**src/hw/e1_shaper_defines.svh**
```systemverilog
// Purpose: Named offsets, fields, resets and counts of the E1 transmit shaper
// Assumes: Included by bare name
// Notes: Definitions only
`ifndef E1_SHAPER_DEFINES_SVH
`define E1_SHAPER_DEFINES_SVH

// Register offsets
`define OFF_TERM 8'h03
`define OFF_SHAPE 8'h06
`define OFF_TRIM 8'h07
`define OFF_ACC 8'h08
`define OFF_SAMPLE 8'h09
`define OFF_MASK 8'h15
`define OFF_STAT 8'h1a

// Field positions
`define TERM_EXT 2
`define TERM_120 0
`define SHAPE_ARB_HI 3
`define SHAPE_ARB_LO 2
`define SHAPE_120 0
`define SHAPE_TRI 4
`define ACC_STROBE 7
`define ACC_DIR 6
`define BIT_OVF 0
`define BIT_TX_CLOCK_IN 1

// Reset values
`define TRIM_RESET 6'h21
`define TERM_RESET 8'h00
`define SHAPE_RESET 8'h00

// Preset template samples
`define PRE_EDGE_SUB 4'h3
`define PRE_FLAT_FIRST 4'h4
`define PRE_FLAT_LAST 4'hb
`define PRE75_EDGE 6'h0c
`define PRE75_FLAT 6'h30
`define PRE120_EDGE 6'h0f
`define PRE120_FLAT 6'h3c

// Amplitude limits and scaling
`define MAG_MAX 6'h3f
`define SCALE_SHIFT 6
`define SCALE_OFS 8'h02

// Timing
`define MCLK_PS 10000
`define SUBPHASE_PS 30518
`define SUBPHASE_CYC (`SUBPHASE_PS / `MCLK_PS)
`define TX_CLOCK_IN_LOSS_CYC 70

`endif

```
**src/hw/e1_shaper_pkg.sv**
```systemverilog
// Purpose: State types of the E1 transmit shaper
// Assumes: Nothing
// Notes: Constants live in the defines header
package e1_shaper_pkg;

    typedef enum logic [2:0] {
        ST_IDLE = 3'b001,
        ST_XFER = 3'b010,
        ST_LOAD = 3'b100
    } access_state_e;

    typedef struct packed {
        logic [2:0] sync;
        logic level;
        logic [6:0] gap;
        logic lost;
    } monitor_s;

    typedef struct packed {
        logic [6:0] s1;
        logic [6:0] s2;
        logic [6:0] s3;
        logic [6:0] flt;
        logic [7:0] term;
        logic [4:0] shape;
        logic [5:0] trim;
        logic [7:0] acc;
        logic [6:0] sample;
        logic [1:0] mask;
        logic [1:0] stat;
        logic [7:0] rdata;
        access_state_e st;
        logic [1:0] div;
        logic [3:0] phase;
        logic [3:0] hist_mark;
        logic [3:0] hist_neg;
        logic [6:0] dac;
        logic drv_en;
        logic lost_d;
    } shaper_s;

endpackage

```
**src/hw/tx_clock_monitor.sv**
```systemverilog
// Purpose: Detect a missing transmit clock on the master clock
// Assumes: Transmit clock arrives on a pin, asynchronous
// Notes: Three-stage sync, change counts when stages two and three agree
`timescale 1ns/1ps
`default_nettype none
`include "e1_shaper_defines.svh"

module tx_clock_monitor (
    // Clock and reset
    input wire logic i_mclk,
    input wire logic i_rst,
    // Pin
    input wire logic i_tx_clock_in,
    // Status
    output logic o_lost
);
    e1_shaper_pkg::monitor_s s;
    e1_shaper_pkg::monitor_s nx;

    always_comb begin
        nx = s;
        nx.sync = {s.sync[1:0], i_tx_clock_in};
        if (s.sync[1] == s.sync[2] && s.sync[2] != s.level) begin
            nx.level = s.sync[2];
            nx.gap = 7'h00;
            nx.lost = 1'b0;
        end else if (s.gap != 7'(`TX_CLOCK_IN_LOSS_CYC)) begin
            nx.gap = s.gap + 7'h01;
        end else begin
            nx.lost = 1'b1;
        end
    end

    always_ff @(posedge i_mclk) begin
        if (i_rst) begin
            s <= '0;
        end else begin
            s <= nx;
        end
    end

    assign o_lost = s.lost;
endmodule
`default_nettype wire

```
**src/hw/waveform_ram.sv**
```systemverilog
// Purpose: 64-entry sample store for the arbitrary waveform
// Assumes: One host port, four combinational shaper read ports
// Notes: Host read data is registered
`timescale 1ns/1ps
`default_nettype none

module waveform_ram (
    // Clock
    input wire logic i_mclk,
    // Host port
    input wire logic [5:0] i_addr,
    input wire logic i_wr,
    input wire logic [6:0] i_wdata,
    output logic [6:0] o_rdata,
    // Shaper ports, one per interval
    input wire logic [23:0] i_ra,
    output logic [27:0] o_rd
);
    logic [6:0] mem [64];

    always_ff @(posedge i_mclk) begin
        if (i_wr) begin
            mem[i_addr] <= i_wdata;
        end
        o_rdata <= mem[i_addr];
    end

    for (genvar k = 0; k < 4; k++) begin : g_port
        assign o_rd[k*7 +: 7] = mem[i_ra[k*6 +: 6]];
    end
endmodule
`default_nettype wire

```
**src/hw/e1_tx_pulse_shaper_ctrl.sv**
```systemverilog
// Purpose: E1 transmit pulse shape, termination and driver control
// Assumes: Registers at their printed offsets, straps on pins
// Notes: Symbol strobe marks each unit interval start
`timescale 1ns/1ps
`default_nettype none
`include "e1_shaper_defines.svh"

module e1_tx_pulse_shaper_ctrl (
    // Clock and reset
    input wire logic i_mclk,
    input wire logic i_rst,
    // Register port
    input wire logic [7:0] i_reg_addr,
    input wire logic i_reg_wr,
    input wire logic i_reg_rd,
    input wire logic [7:0] i_reg_wdata,
    output logic [7:0] o_reg_rdata,
    // Hardware control straps
    input wire logic i_hw_mode,
    input wire logic i_strap_tristate,
    input wire logic i_strap_term,
    input wire logic [3:0] i_strap_shape,
    // Transmit path state
    input wire logic i_tx_clock_in,
    input wire logic i_mclk_fail,
    input wire logic i_tx_power_down,
    input wire logic i_remote_loop,
    input wire logic i_mclk_pattern,
    // Symbols from the encoder
    input wire logic i_sym_valid,
    input wire logic i_sym_mark,
    input wire logic i_sym_neg,
    // Line driver
    output logic [6:0] o_dac_code,
    output logic o_line_out_pos_oe,
    output logic o_line_out_neg_oe,
    output logic o_term_internal,
    output logic o_term_120,
    output logic o_irq
);
    e1_shaper_pkg::shaper_s s;
    e1_shaper_pkg::shaper_s nx;

    logic tx_clock_in_lost;
    logic [6:0] ram_rdata;
    logic [23:0] ram_ra;
    logic [27:0] ram_rd;
    logic ram_wr;
    logic tick;
    logic hw_tri;
    logic hw_term;
    logic [3:0] hw_shape;
    logic mclk_fail;
    logic tri_eff;
    logic int_eff;
    logic sel120_eff;
    logic tpl120;
    logic arb_mode;
    logic [5:0] trim_eff;
    logic [7:0] factor;
    logic signed [8:0] contrib [4];
    logic signed [9:0] sum;
    logic signed [17:0] prod;
    logic signed [17:0] scaled;
    logic ovf;
    logic [5:0] pre_mag;
    logic [6:0] code;

    tx_clock_monitor u_mon (
        .i_mclk(i_mclk),
        .i_rst(i_rst),
        .i_tx_clock_in(i_tx_clock_in),
        .o_lost(tx_clock_in_lost)
    );

    waveform_ram u_ram (
        .i_mclk(i_mclk),
        .i_addr(s.acc[5:0]),
        .i_wr(ram_wr),
        .i_wdata(s.sample),
        .o_rdata(ram_rdata),
        .i_ra(ram_ra),
        .o_rd(ram_rd)
    );

    // Filtered straps
    assign mclk_fail = s.flt[6];
    assign hw_tri = s.flt[5];
    assign hw_term = s.flt[4];
    assign hw_shape = s.flt[3:0];

    // Effective controls
    assign tri_eff = i_hw_mode ? hw_tri : s.shape[`SHAPE_TRI];
    assign int_eff = i_hw_mode ? hw_term : !s.term[`TERM_EXT];
    assign sel120_eff = i_hw_mode ? hw_shape[`SHAPE_120]
                                  : s.term[`TERM_120];
    assign arb_mode = i_hw_mode ? (hw_shape[3] & hw_shape[2])
                                : (s.shape[`SHAPE_ARB_HI] & s.shape[`SHAPE_ARB_LO]);
    assign trim_eff = i_hw_mode ? `TRIM_RESET : s.trim;
    // Preset choice follows the template select, not the termination
    assign tpl120 = i_hw_mode ? hw_shape[`SHAPE_120]
                              : (s.shape[`SHAPE_ARB_HI:`SHAPE_120] != 4'h0);

    // Host RAM access
    assign ram_wr = (s.st == e1_shaper_pkg::ST_XFER) && !s.acc[`ACC_DIR];
    assign tick = (s.div == 2'(`SUBPHASE_CYC - 1));

    // Contribution of the pulse begun k intervals ago
    for (genvar k = 0; k < 4; k++) begin : g_ui
        logic [6:0] smp;
        logic signed [8:0] val;
        assign ram_ra[k*6 +: 6] = {2'(k), s.phase};
        assign smp = ram_rd[k*7 +: 7];
        assign val = smp[6] ? -$signed({3'h0, smp[5:0]})
                            : $signed({3'h0, smp[5:0]});
        assign contrib[k] = !s.hist_mark[k] ? 9'sh000
                          : (s.hist_neg[k] ? -val : val);
    end

    // About 3% per trim step, 33 gives unity
    assign factor = (trim_eff == 6'h00) ? 8'h00
                  : ({1'b0, trim_eff, 1'b0} - `SCALE_OFS);
    assign sum = 10'(contrib[0]) + 10'(contrib[1])
               + 10'(contrib[2]) + 10'(contrib[3]);
    assign prod = 18'(sum) * 18'($signed({1'b0, factor}));
    assign scaled = prod >>> `SCALE_SHIFT;
    assign ovf = (scaled > 18'sd63) || (scaled < -18'sd63);

    // Preset ROM, first interval only, never scaled
    always_comb begin
        pre_mag = 6'h00;
        if (s.phase == `PRE_EDGE_SUB) begin
            pre_mag = tpl120 ? `PRE120_EDGE : `PRE75_EDGE;
        end else if (s.phase >= `PRE_FLAT_FIRST && s.phase <= `PRE_FLAT_LAST) begin
            pre_mag = tpl120 ? `PRE120_FLAT : `PRE75_FLAT;
        end
    end

    always_comb begin
        code = 7'h00;
        if (arb_mode) begin
            if (ovf) begin
                code = {scaled[17], `MAG_MAX};
            end else if (scaled[17]) begin
                code = {1'b1, 6'(-scaled)};
            end else begin
                code = {1'b0, scaled[5:0]};
            end
        end else if (s.hist_mark[0]) begin
            code = {s.hist_neg[0] && pre_mag != 6'h00, pre_mag};
        end
    end

    always_comb begin
        nx = s;
        // Three-stage strap synchroniser
        nx.s1 = {i_mclk_fail, i_strap_tristate, i_strap_term, i_strap_shape};
        nx.s2 = s.s1;
        nx.s3 = s.s2;
        nx.flt = ((s.s2 ~^ s.s3) & s.s3) | ((s.s2 ^ s.s3) & s.flt);
        // Register writes
        if (i_reg_wr) begin
            case (i_reg_addr)
                `OFF_TERM: nx.term = i_reg_wdata;
                `OFF_SHAPE: nx.shape = i_reg_wdata[4:0];
                `OFF_TRIM: nx.trim = i_reg_wdata[5:0];
                `OFF_ACC: begin
                    if (s.st == e1_shaper_pkg::ST_IDLE && !s.acc[`ACC_STROBE]) begin
                        nx.acc = i_reg_wdata;
                    end
                end
                `OFF_SAMPLE: nx.sample = i_reg_wdata[6:0];
                `OFF_MASK: nx.mask = i_reg_wdata[1:0];
                default: nx.rdata = s.rdata;
            endcase
        end
        // Register reads
        if (i_reg_rd) begin
            case (i_reg_addr)
                `OFF_TERM: nx.rdata = s.term;
                `OFF_SHAPE: nx.rdata = {3'h0, s.shape};
                `OFF_TRIM: nx.rdata = {2'h0, s.trim};
                `OFF_ACC: nx.rdata = s.acc;
                `OFF_SAMPLE: nx.rdata = {1'b0, s.sample};
                `OFF_MASK: nx.rdata = {6'h00, s.mask};
                `OFF_STAT: nx.rdata = {6'h00, s.stat};
                default: nx.rdata = 8'h00;
            endcase
        end
        // Access sequencer
        case (s.st)
            e1_shaper_pkg::ST_IDLE: begin
                if (s.acc[`ACC_STROBE]) begin
                    nx.st = e1_shaper_pkg::ST_XFER;
                end
            end
            e1_shaper_pkg::ST_XFER: begin
                if (s.acc[`ACC_DIR]) begin
                    nx.st = e1_shaper_pkg::ST_LOAD;
                end else begin
                    nx.st = e1_shaper_pkg::ST_IDLE;
                    nx.acc[`ACC_STROBE] = 1'b0;
                end
            end
            e1_shaper_pkg::ST_LOAD: begin
                nx.sample = ram_rdata;
                nx.acc[`ACC_STROBE] = 1'b0;
                nx.st = e1_shaper_pkg::ST_IDLE;
            end
            default: nx.st = e1_shaper_pkg::ST_IDLE;
        endcase
        // Sub-phase timing and symbol history
        if (i_sym_valid) begin
            nx.hist_mark = {s.hist_mark[2:0], i_sym_mark};
            nx.hist_neg = {s.hist_neg[2:0], i_sym_neg};
            nx.phase = 4'h0;
            nx.div = 2'h0;
        end else if (tick) begin
            nx.div = 2'h0;
            if (s.phase != 4'hf) begin
                nx.phase = s.phase + 4'h1;
            end
        end else begin
            nx.div = s.div + 2'h1;
        end
        nx.dac = code;
        // Line driver enable
        nx.drv_en = !(tri_eff || i_tx_power_down || mclk_fail
                      || (tx_clock_in_lost && !(i_remote_loop || i_mclk_pattern)));
        // Sticky status, set wins over clear on read
        nx.lost_d = tx_clock_in_lost;
        if (i_reg_rd && i_reg_addr == `OFF_STAT) begin
            nx.stat = 2'h0;
        end
        if (arb_mode && ovf) begin
            nx.stat[`BIT_OVF] = 1'b1;
        end
        if (tx_clock_in_lost && !s.lost_d) begin
            nx.stat[`BIT_TX_CLOCK_IN] = 1'b1;
        end
    end

    always_ff @(posedge i_mclk) begin
        if (i_rst) begin
            s <= '0;
            s.term <= `TERM_RESET;
            s.shape <= 5'(`SHAPE_RESET);
            s.trim <= `TRIM_RESET;
            s.st <= e1_shaper_pkg::ST_IDLE;
            s.drv_en <= 1'b0;
        end else begin
            s <= nx;
        end
    end

    assign o_reg_rdata = s.rdata;
    assign o_dac_code = s.dac;
    assign o_line_out_pos_oe = s.drv_en;
    assign o_line_out_neg_oe = s.drv_en;
    assign o_term_internal = int_eff;
    assign o_term_120 = sel120_eff;
    assign o_irq = |(s.stat & s.mask);
endmodule
`default_nettype wire

```
**config.mk**
```make
export PLATFORM = sky130hd
export DESIGN_NAME = e1_tx_pulse_shaper_ctrl
export DESIGN_NICKNAME = d
export VERILOG_FILES = /design/src/hw/e1_shaper_pkg.sv /design/src/hw/tx_clock_monitor.sv /design/src/hw/waveform_ram.sv /design/src/hw/e1_tx_pulse_shaper_ctrl.sv
export VERILOG_INCLUDE_DIRS = /design/src /design/src/hw
export SDC_FILE = /design/constraint.sdc
export NUM_CORES = 1
export LEC_CHECK = 0
export BUFFER_PORTS_ARGS = -buffer_cell sky130_fd_sc_hd__buf_2
export CORE_AREA = 4 4 328 330
export DETAILED_ROUTE_END_ITERATION = 12
export DIE_AREA = 0 0 332 334
export HOLD_SLACK_MARGIN = 0.02
export MAX_ROUTING_LAYER = met4
export PLACE_DENSITY = 0.58
export SETUP_SLACK_MARGIN = 0.1
export SYNTH_ARGS = -nofsm -noshare
export SYNTH_HDL_FRONTEND = slang
export SYNTH_HIERARCHICAL = 1
export SYNTH_SLANG_ARGS = --single-unit
export TNS_END_PERCENT = 20
```
**constraint.sdc**
```tcl
create_clock -name i_mclk -period 14.7 [get_ports i_mclk]
set_input_delay 1.47 -clock i_mclk [delete_from_list [all_inputs] [get_ports i_mclk]]
set_output_delay 1.47 -clock i_mclk [all_outputs]
set_load 0.01 [all_outputs]
```
# == After elaboration in Yosys (flattened, before gate mapping) ==
# Memory sizes are Yosys's and may differ from the RTL's. A register that Yosys moved wholly into a read port is not among the register bits.
# Index checks and enable logic that the tools add are counted.
# totals
elab_cells,163
ram_bits,448
n_memories,1
latchBits,0
mem_bits_ro,0
input_bits,35
regBits,112
# mem_list
name,depth,width,read_ports,rd_ports_with_merged_regs,write_ports,line_no,source
u_ram.mem,64,7,5,5,1,waveform_ram.sv:19,logic [6:0] mem [64];
# classes
eq_ne,17
addsub,16
n_shift,0
n_mux,52
mul,1
n_bitwise,8
div_mod_pow,0
reduce_logical,38
magnitude_cmp,4
# ops
op,n
9-bit 2-to-1 mux,12
6-bit 2-to-1 mux,11
8-bit case mux with 7 select lines,1
7-bit 2-to-1 mux,6
6-bit negator with 9-bit output,4
9-bit negator,4
8-bit 2-to-1 mux,3
10-bit by 9-bit adder with 10-bit output,2
10-bit by 9-bit multiplier with 18-bit output,1
17-bit 2-to-1 mux,1
8-bit by 3-bit == test with 1-bit output (second input constant),2
8-bit by 4-bit == test with 1-bit output (second input constant),2
8-bit by 5-bit == test with 1-bit output (second input constant),2
7-bit AND,2
12-bit by 7-bit > comparator with 1-bit output (second input constant),1
12-bit by 7-bit less-than comparator with 1-bit output (second input constant),1
2-bit AND reduction,6
9-bit by 9-bit adder with 10-bit output,1
1-bit 2-to-1 mux,10
1-bit logical AND,9
8-bit by 2-bit == test with 1-bit output (second input constant),1
2-bit nonzero test,4
7-bit by 2-bit subtractor with 8-bit output (second input constant),1
7-bit by 1-bit adder with 7-bit output (second input constant),1
33 further kinds,48

# == Depth between registers and ports, before layout ==
# logic_depth
depth_word,13
depth_mapped,51
ltp_nobuf,47

# == Cells and area by module ==
# Netlist, hierarchy kept.
# by_module_without_submodules
module,seq_area_each_um2,area_each_um2,cells_each,instances
waveform_ram,13593.0,31983.2,2189,1
e1_tx_pulse_shaper_ctrl,1921.8,9256.4,1140,1
tx_clock_monitor,240.2,490.5,52,1

# == Worst setup path before layout ==
# Ideal clock, no wire load.
# synth_timing
path_type,reg-to-reg
start,reg s (netlist bit ram_ra[0])
end,reg s (netlist bit o_dac_code[3])
stages_incl_launch_ff,45
synth_period_minus_slack_ns,10.455
t_arrival_ns,10.308
slack_ns,4.245
setup_ns,0.146
required_ns,14.554
path_buffers,3
cell_sequence,dfxtp_1 > buf_4 > buf_2 > mux4_2 > mux2_2 > o21ai_0 > a21oi_1 > o21ai_0 > nand2_1 > or3_1 > clkbuf_1 > o21a_1 > o32ai_1 > nand2_1 > and3_1 > o21ai_0 > fa_1 > fa_1 > (+9 left out) > inv_1 > fa_1 > inv_1 > fa_1 > inv_1 > fa_1 > inv_1 > ha_1 > nand2_1 > o21ai_0 > nand3_1 > a41o_1 > nor3_1 > nand2_1 > a211oi_2 > nor3_4 > mux2i_2 > a41oi_1
# synth_via
elab_chain_cells,6
word_cells_on_any_way,8
classes_between,order compare (2); eq/ne (1); mux (4); reduce/logical (1)
# synth_rtl
item,line_no,source
start: declaration,e1_tx_pulse_shaper_ctrl.sv:41,e1_shaper_pkg::shaper_s s;
start signal: assignment,e1_tx_pulse_shaper_ctrl.sv:252,s <= nx;
4-bit by 3-bit >= comparator with 1-bit output (no source line) or 4-bit <= comparator (tied branches),-,
1-bit logical AND (no source line),-,
6-bit 2-to-1 mux,e1_tx_pulse_shaper_ctrl.sv:134,end else if (s.phase >= `PRE_FLAT_FIRST && s.phase <= `PRE_FLAT_LAST) begin
6-bit 2-to-1 mux *,e1_tx_pulse_shaper_ctrl.sv:132,if (s.phase == `PRE_EDGE_SUB) begin
7-bit 2-to-1 mux *,e1_tx_pulse_shaper_ctrl.sv:149,end else if (s.hist_mark[0]) begin
7-bit 2-to-1 mux *,e1_tx_pulse_shaper_ctrl.sv:141,if (arb_mode) begin
# Mark *: on every way between the ends. The rest lies on a longest branch, timed or not.
# A chain may end at the register's enable or synchronous reset.

# == Worst setup path after layout ==
# layout_timing
start,reg s (netlist bit ram_ra[0])
end,reg s (netlist bit o_dac_code[4])
# Same word-level chain as after synthesis.

==> impl_metrics.toml <==
[die]
initial_core_util_pct = 39.8
design.core.area_sq_mm = 0.105
ios = 55
die_w_microns = 332
die_h_microns = 334
rows = 119
die_area_sq_mm = 0.111

[cts]
ctsHoldBuffers = 0
htree_levels = 3
clk_latency_ns = 0.65
path_clk_slew_ns = 0.07
cts.sink_count = 563
cts_tree = "built"
cts_buffers = 69
post-cts-setup-buffers = 0
post_cts_resized = 0
cts_buffer_depth = 3
root_buffer = "clkbuf_16"

[grt]
grt_pass1_vias = 30200
track_usage_pct = 27.3
grt_max_degree = 109
grt_antenna_before_repair = 10
gr-total-overflow = 0
grt_pass1_wl_mm = 217

[logic_synthesis]
avgSynthCellArea_sq_um = 12.3
synth_fa_ha_area_share_pct = 5.37
synth_top_flop_cell = "edfxtp_1"
ys_warn_count = 6
synth_compound_area_share_pct = 11.5
synth-xor-area-share_pct = 1.42
syn_inst = 3381
synthMuxAreaShare_pct = 30.0
yosysSeqAreaShare_pct = 37.8
syn_area_sq_mm = 0.0417
yosysTopAreaCell = "edfxtp_1"
synth_top_family_by_area = "multiplexers"
synth_cell_types = 94
synthArstFlopShare_pct = 0
ys_ff_latch = 563
synth_simple_gate_area_share_pct = 9.36
synth_edf_count = 448
synth_area_leaders = "edfxtp_1 32%, mux4_2 23%, dfxtp_1 5.5%"
yosysTopAreaCellShare_pct = 32.2

[cells_and_area]
final_cell_mix = "448 x edfxtp_1, 430 x mux4_2, 245 x nor2_1"
layout-area-overhead-vs-synth_pct = 8.64
nNetsFinal = 3497
drive_gt1_share_pct = 23.7
final_common_cell = "edfxtp_1"
post-route-util_pct = 43.3

[placed_design]
io_buffers = 53
dp_hpwl_mm = 106
finalWeightedCongestion = 1.05

[timing]
finalHoldViolations = 0
fmax_mhz = 76.7
rsz0062_at_grt = "no"
holdWs_ns = 0.423
setup_tns_ns = 0
finalSetupViolCount = 0
finalCriticalPeriod_ns = 13.03
maxSlewViolCount = 13
clock_skew_ns = 0.0275
period_share_pct = 88.6
slew_headroom_pct = -26.9
tightest_slew_ns = 1.90

[status]
status = "complete, but fails checks"
violations = "max-capacitance violations, max-slew violations"

[power_and_ir_drop]
combinationalPowerShare_pct = 7.3
ir_drop_mv = 0.0951
p_seq_share_pct = 46.7
pwr-share-clk_pct = 46.0
p_leak_nw = 14.3
power.switching_uw = 888
internal-power_mw = 2.77
swShare_pct = 24.3
powerDensity_mw_per_mm2 = 80.6

[route]
viasPerCell = 6.79
ant_nets = 0
drtPass1Iterations = 6
drt-initial-drc-count = 5018
drc = 0
routed_wl_mm = 151
dr_total_vias = 32400
routedWlPerCell_microns = 31.7

[critical_path]
crit_arrival_ns = 13.51
start_kind = "flip-flop"
crit_required_ns = 15.18
path_max_fanout = 37
cpMaxStageDelayCell = "dfxtp_4"
crit_path_end_kind = "flip-flop"
cpPeakStageDelay_ns = 0.84
worstSetupPathType = "reg -> reg"

[min_path]
min_path_type = "reg -> reg"

[flow_run]
drv_cap = 1
==> worst max-delay path: cells and delay by family, from the launching register on <==
family / cells / cell delay, ns
fa+ha+maj: 8 / 3.57
compound gates: 11 / 3.22
simple gates: 14 / 2.83
mux: 2 / 1.04
flops: 1 / 0.84
buf+inv: 6 / 0.82
xor+xnor: 2 / 0.44
==> final cells by class <==
type,instances,area [sq um]
repair buffers,124,876
well taps,1391,1740
clock buffers,85,1880
flip-flops and latches,563,15800
multi-input cells,2441,24300
fillers,9651,59500
diodes,7,17.5
inverters,123,462
clock inverters,36,299
==> metrics by stage <==
stage / power (mW) / setup WS, ns / cell area (sq um) / instances
finish: 3.65 / 1.67 / 45300 / 4770
detailed placement: 1.99 / 1.85 / 43100 / 4642
global route: 3.78 / 0.948 / 45300 / 4769
floorplan: 1.93 / 4.25 / 41900 / 3415
CTS: 3.67 / 1.84 / 45300 / 4763
global placement: 1.99 / 1.94 / 43100 / 4642
==> cell usage after synthesis, types with 18 or more instances <==
cell / count
a21oi_1: 113
nand2b_1: 39
mux4_2: 430
nor3_1: 54
clkbuf_1: 118
xor2_1: 24
mux2i_1: 191
o21ai_0: 119
nand2_1: 180
mux2_2: 75
buf_1: 20
inv_1: 122
nor2_1: 248
a221oi_1: 61
o221ai_1: 24
or3_1: 24
a211oi_1: 48
xnor2_1: 41
buf_2: 95
and2_1: 22
edfxtp_1: 448
a22oi_1: 56
fa_1: 64
nand3_1: 60
dfxtp_1: 115
nor2b_1: 90
buf_4: 47
o22ai_1: 106
o22a_1: 18
ha_1: 76
==> power by group through the flow <==
stage	clock, mW	sequential, mW	combinational, mW
floorplan	0	1.74	0.195
global placement	0	1.74	0.252
detailed placement	0	1.74	0.253
CTS	1.71	1.71	0.255
global route	1.78	1.70	0.293
finish	1.68	1.71	0.269
==> cell families (layout without fill, tap and decap cells) <==
| logic type | Yosys count | in the layout |
|---|---|---|
| xor+xnor | 66 | 66 |
| compound gates | 697 | 697 |
| mux | 702 | 702 |
| fa+ha+maj | 141 | 141 |
| flops | 563 | 563 |
| simple gates | 799 | 799 |
| other cells | 2 | 43 |
| buf+inv | 411 | 368 |
==> final timing paths <==
path / startpoint / endpoint / slack [ns] / cells after the start
hold / removal: s[21] / s[21] / 0.42 / 1
hold reg to reg: s[21] / s[21] / 0.42 / 1
setup reg to reg: ram_ra[0] / o_dac_code[4] / 1.67 / 43
setup / recovery: ram_ra[0] / o_dac_code[4] / 1.67 / 43
==> per-layer routing <==
layer,vias up,track usage [%],part of all wire [%]
met5,-,-,0
met4,0,14.0,6.4
met3,518,8.78,13
met2,2353,39.1,43
met1,16200,34.8,38
li1,13300,-,-
==> registers in the layout (all words and copies together) (netlist names) <==
name and flops:
hw_shape 3, hw_term 1, hw_tri 1, mclk_fail 1, nx 12, o_dac_code 7
o_line_out_neg_oe 1, o_reg_rdata 8, ram_ra 4, s 58, u_mon/nx 2, u_mon/o_lost 1
u_mon/s 9, u_ram/mem 448, u_ram/o_rdata 7
No activity file was read; power rests on OpenSTA's default activity.
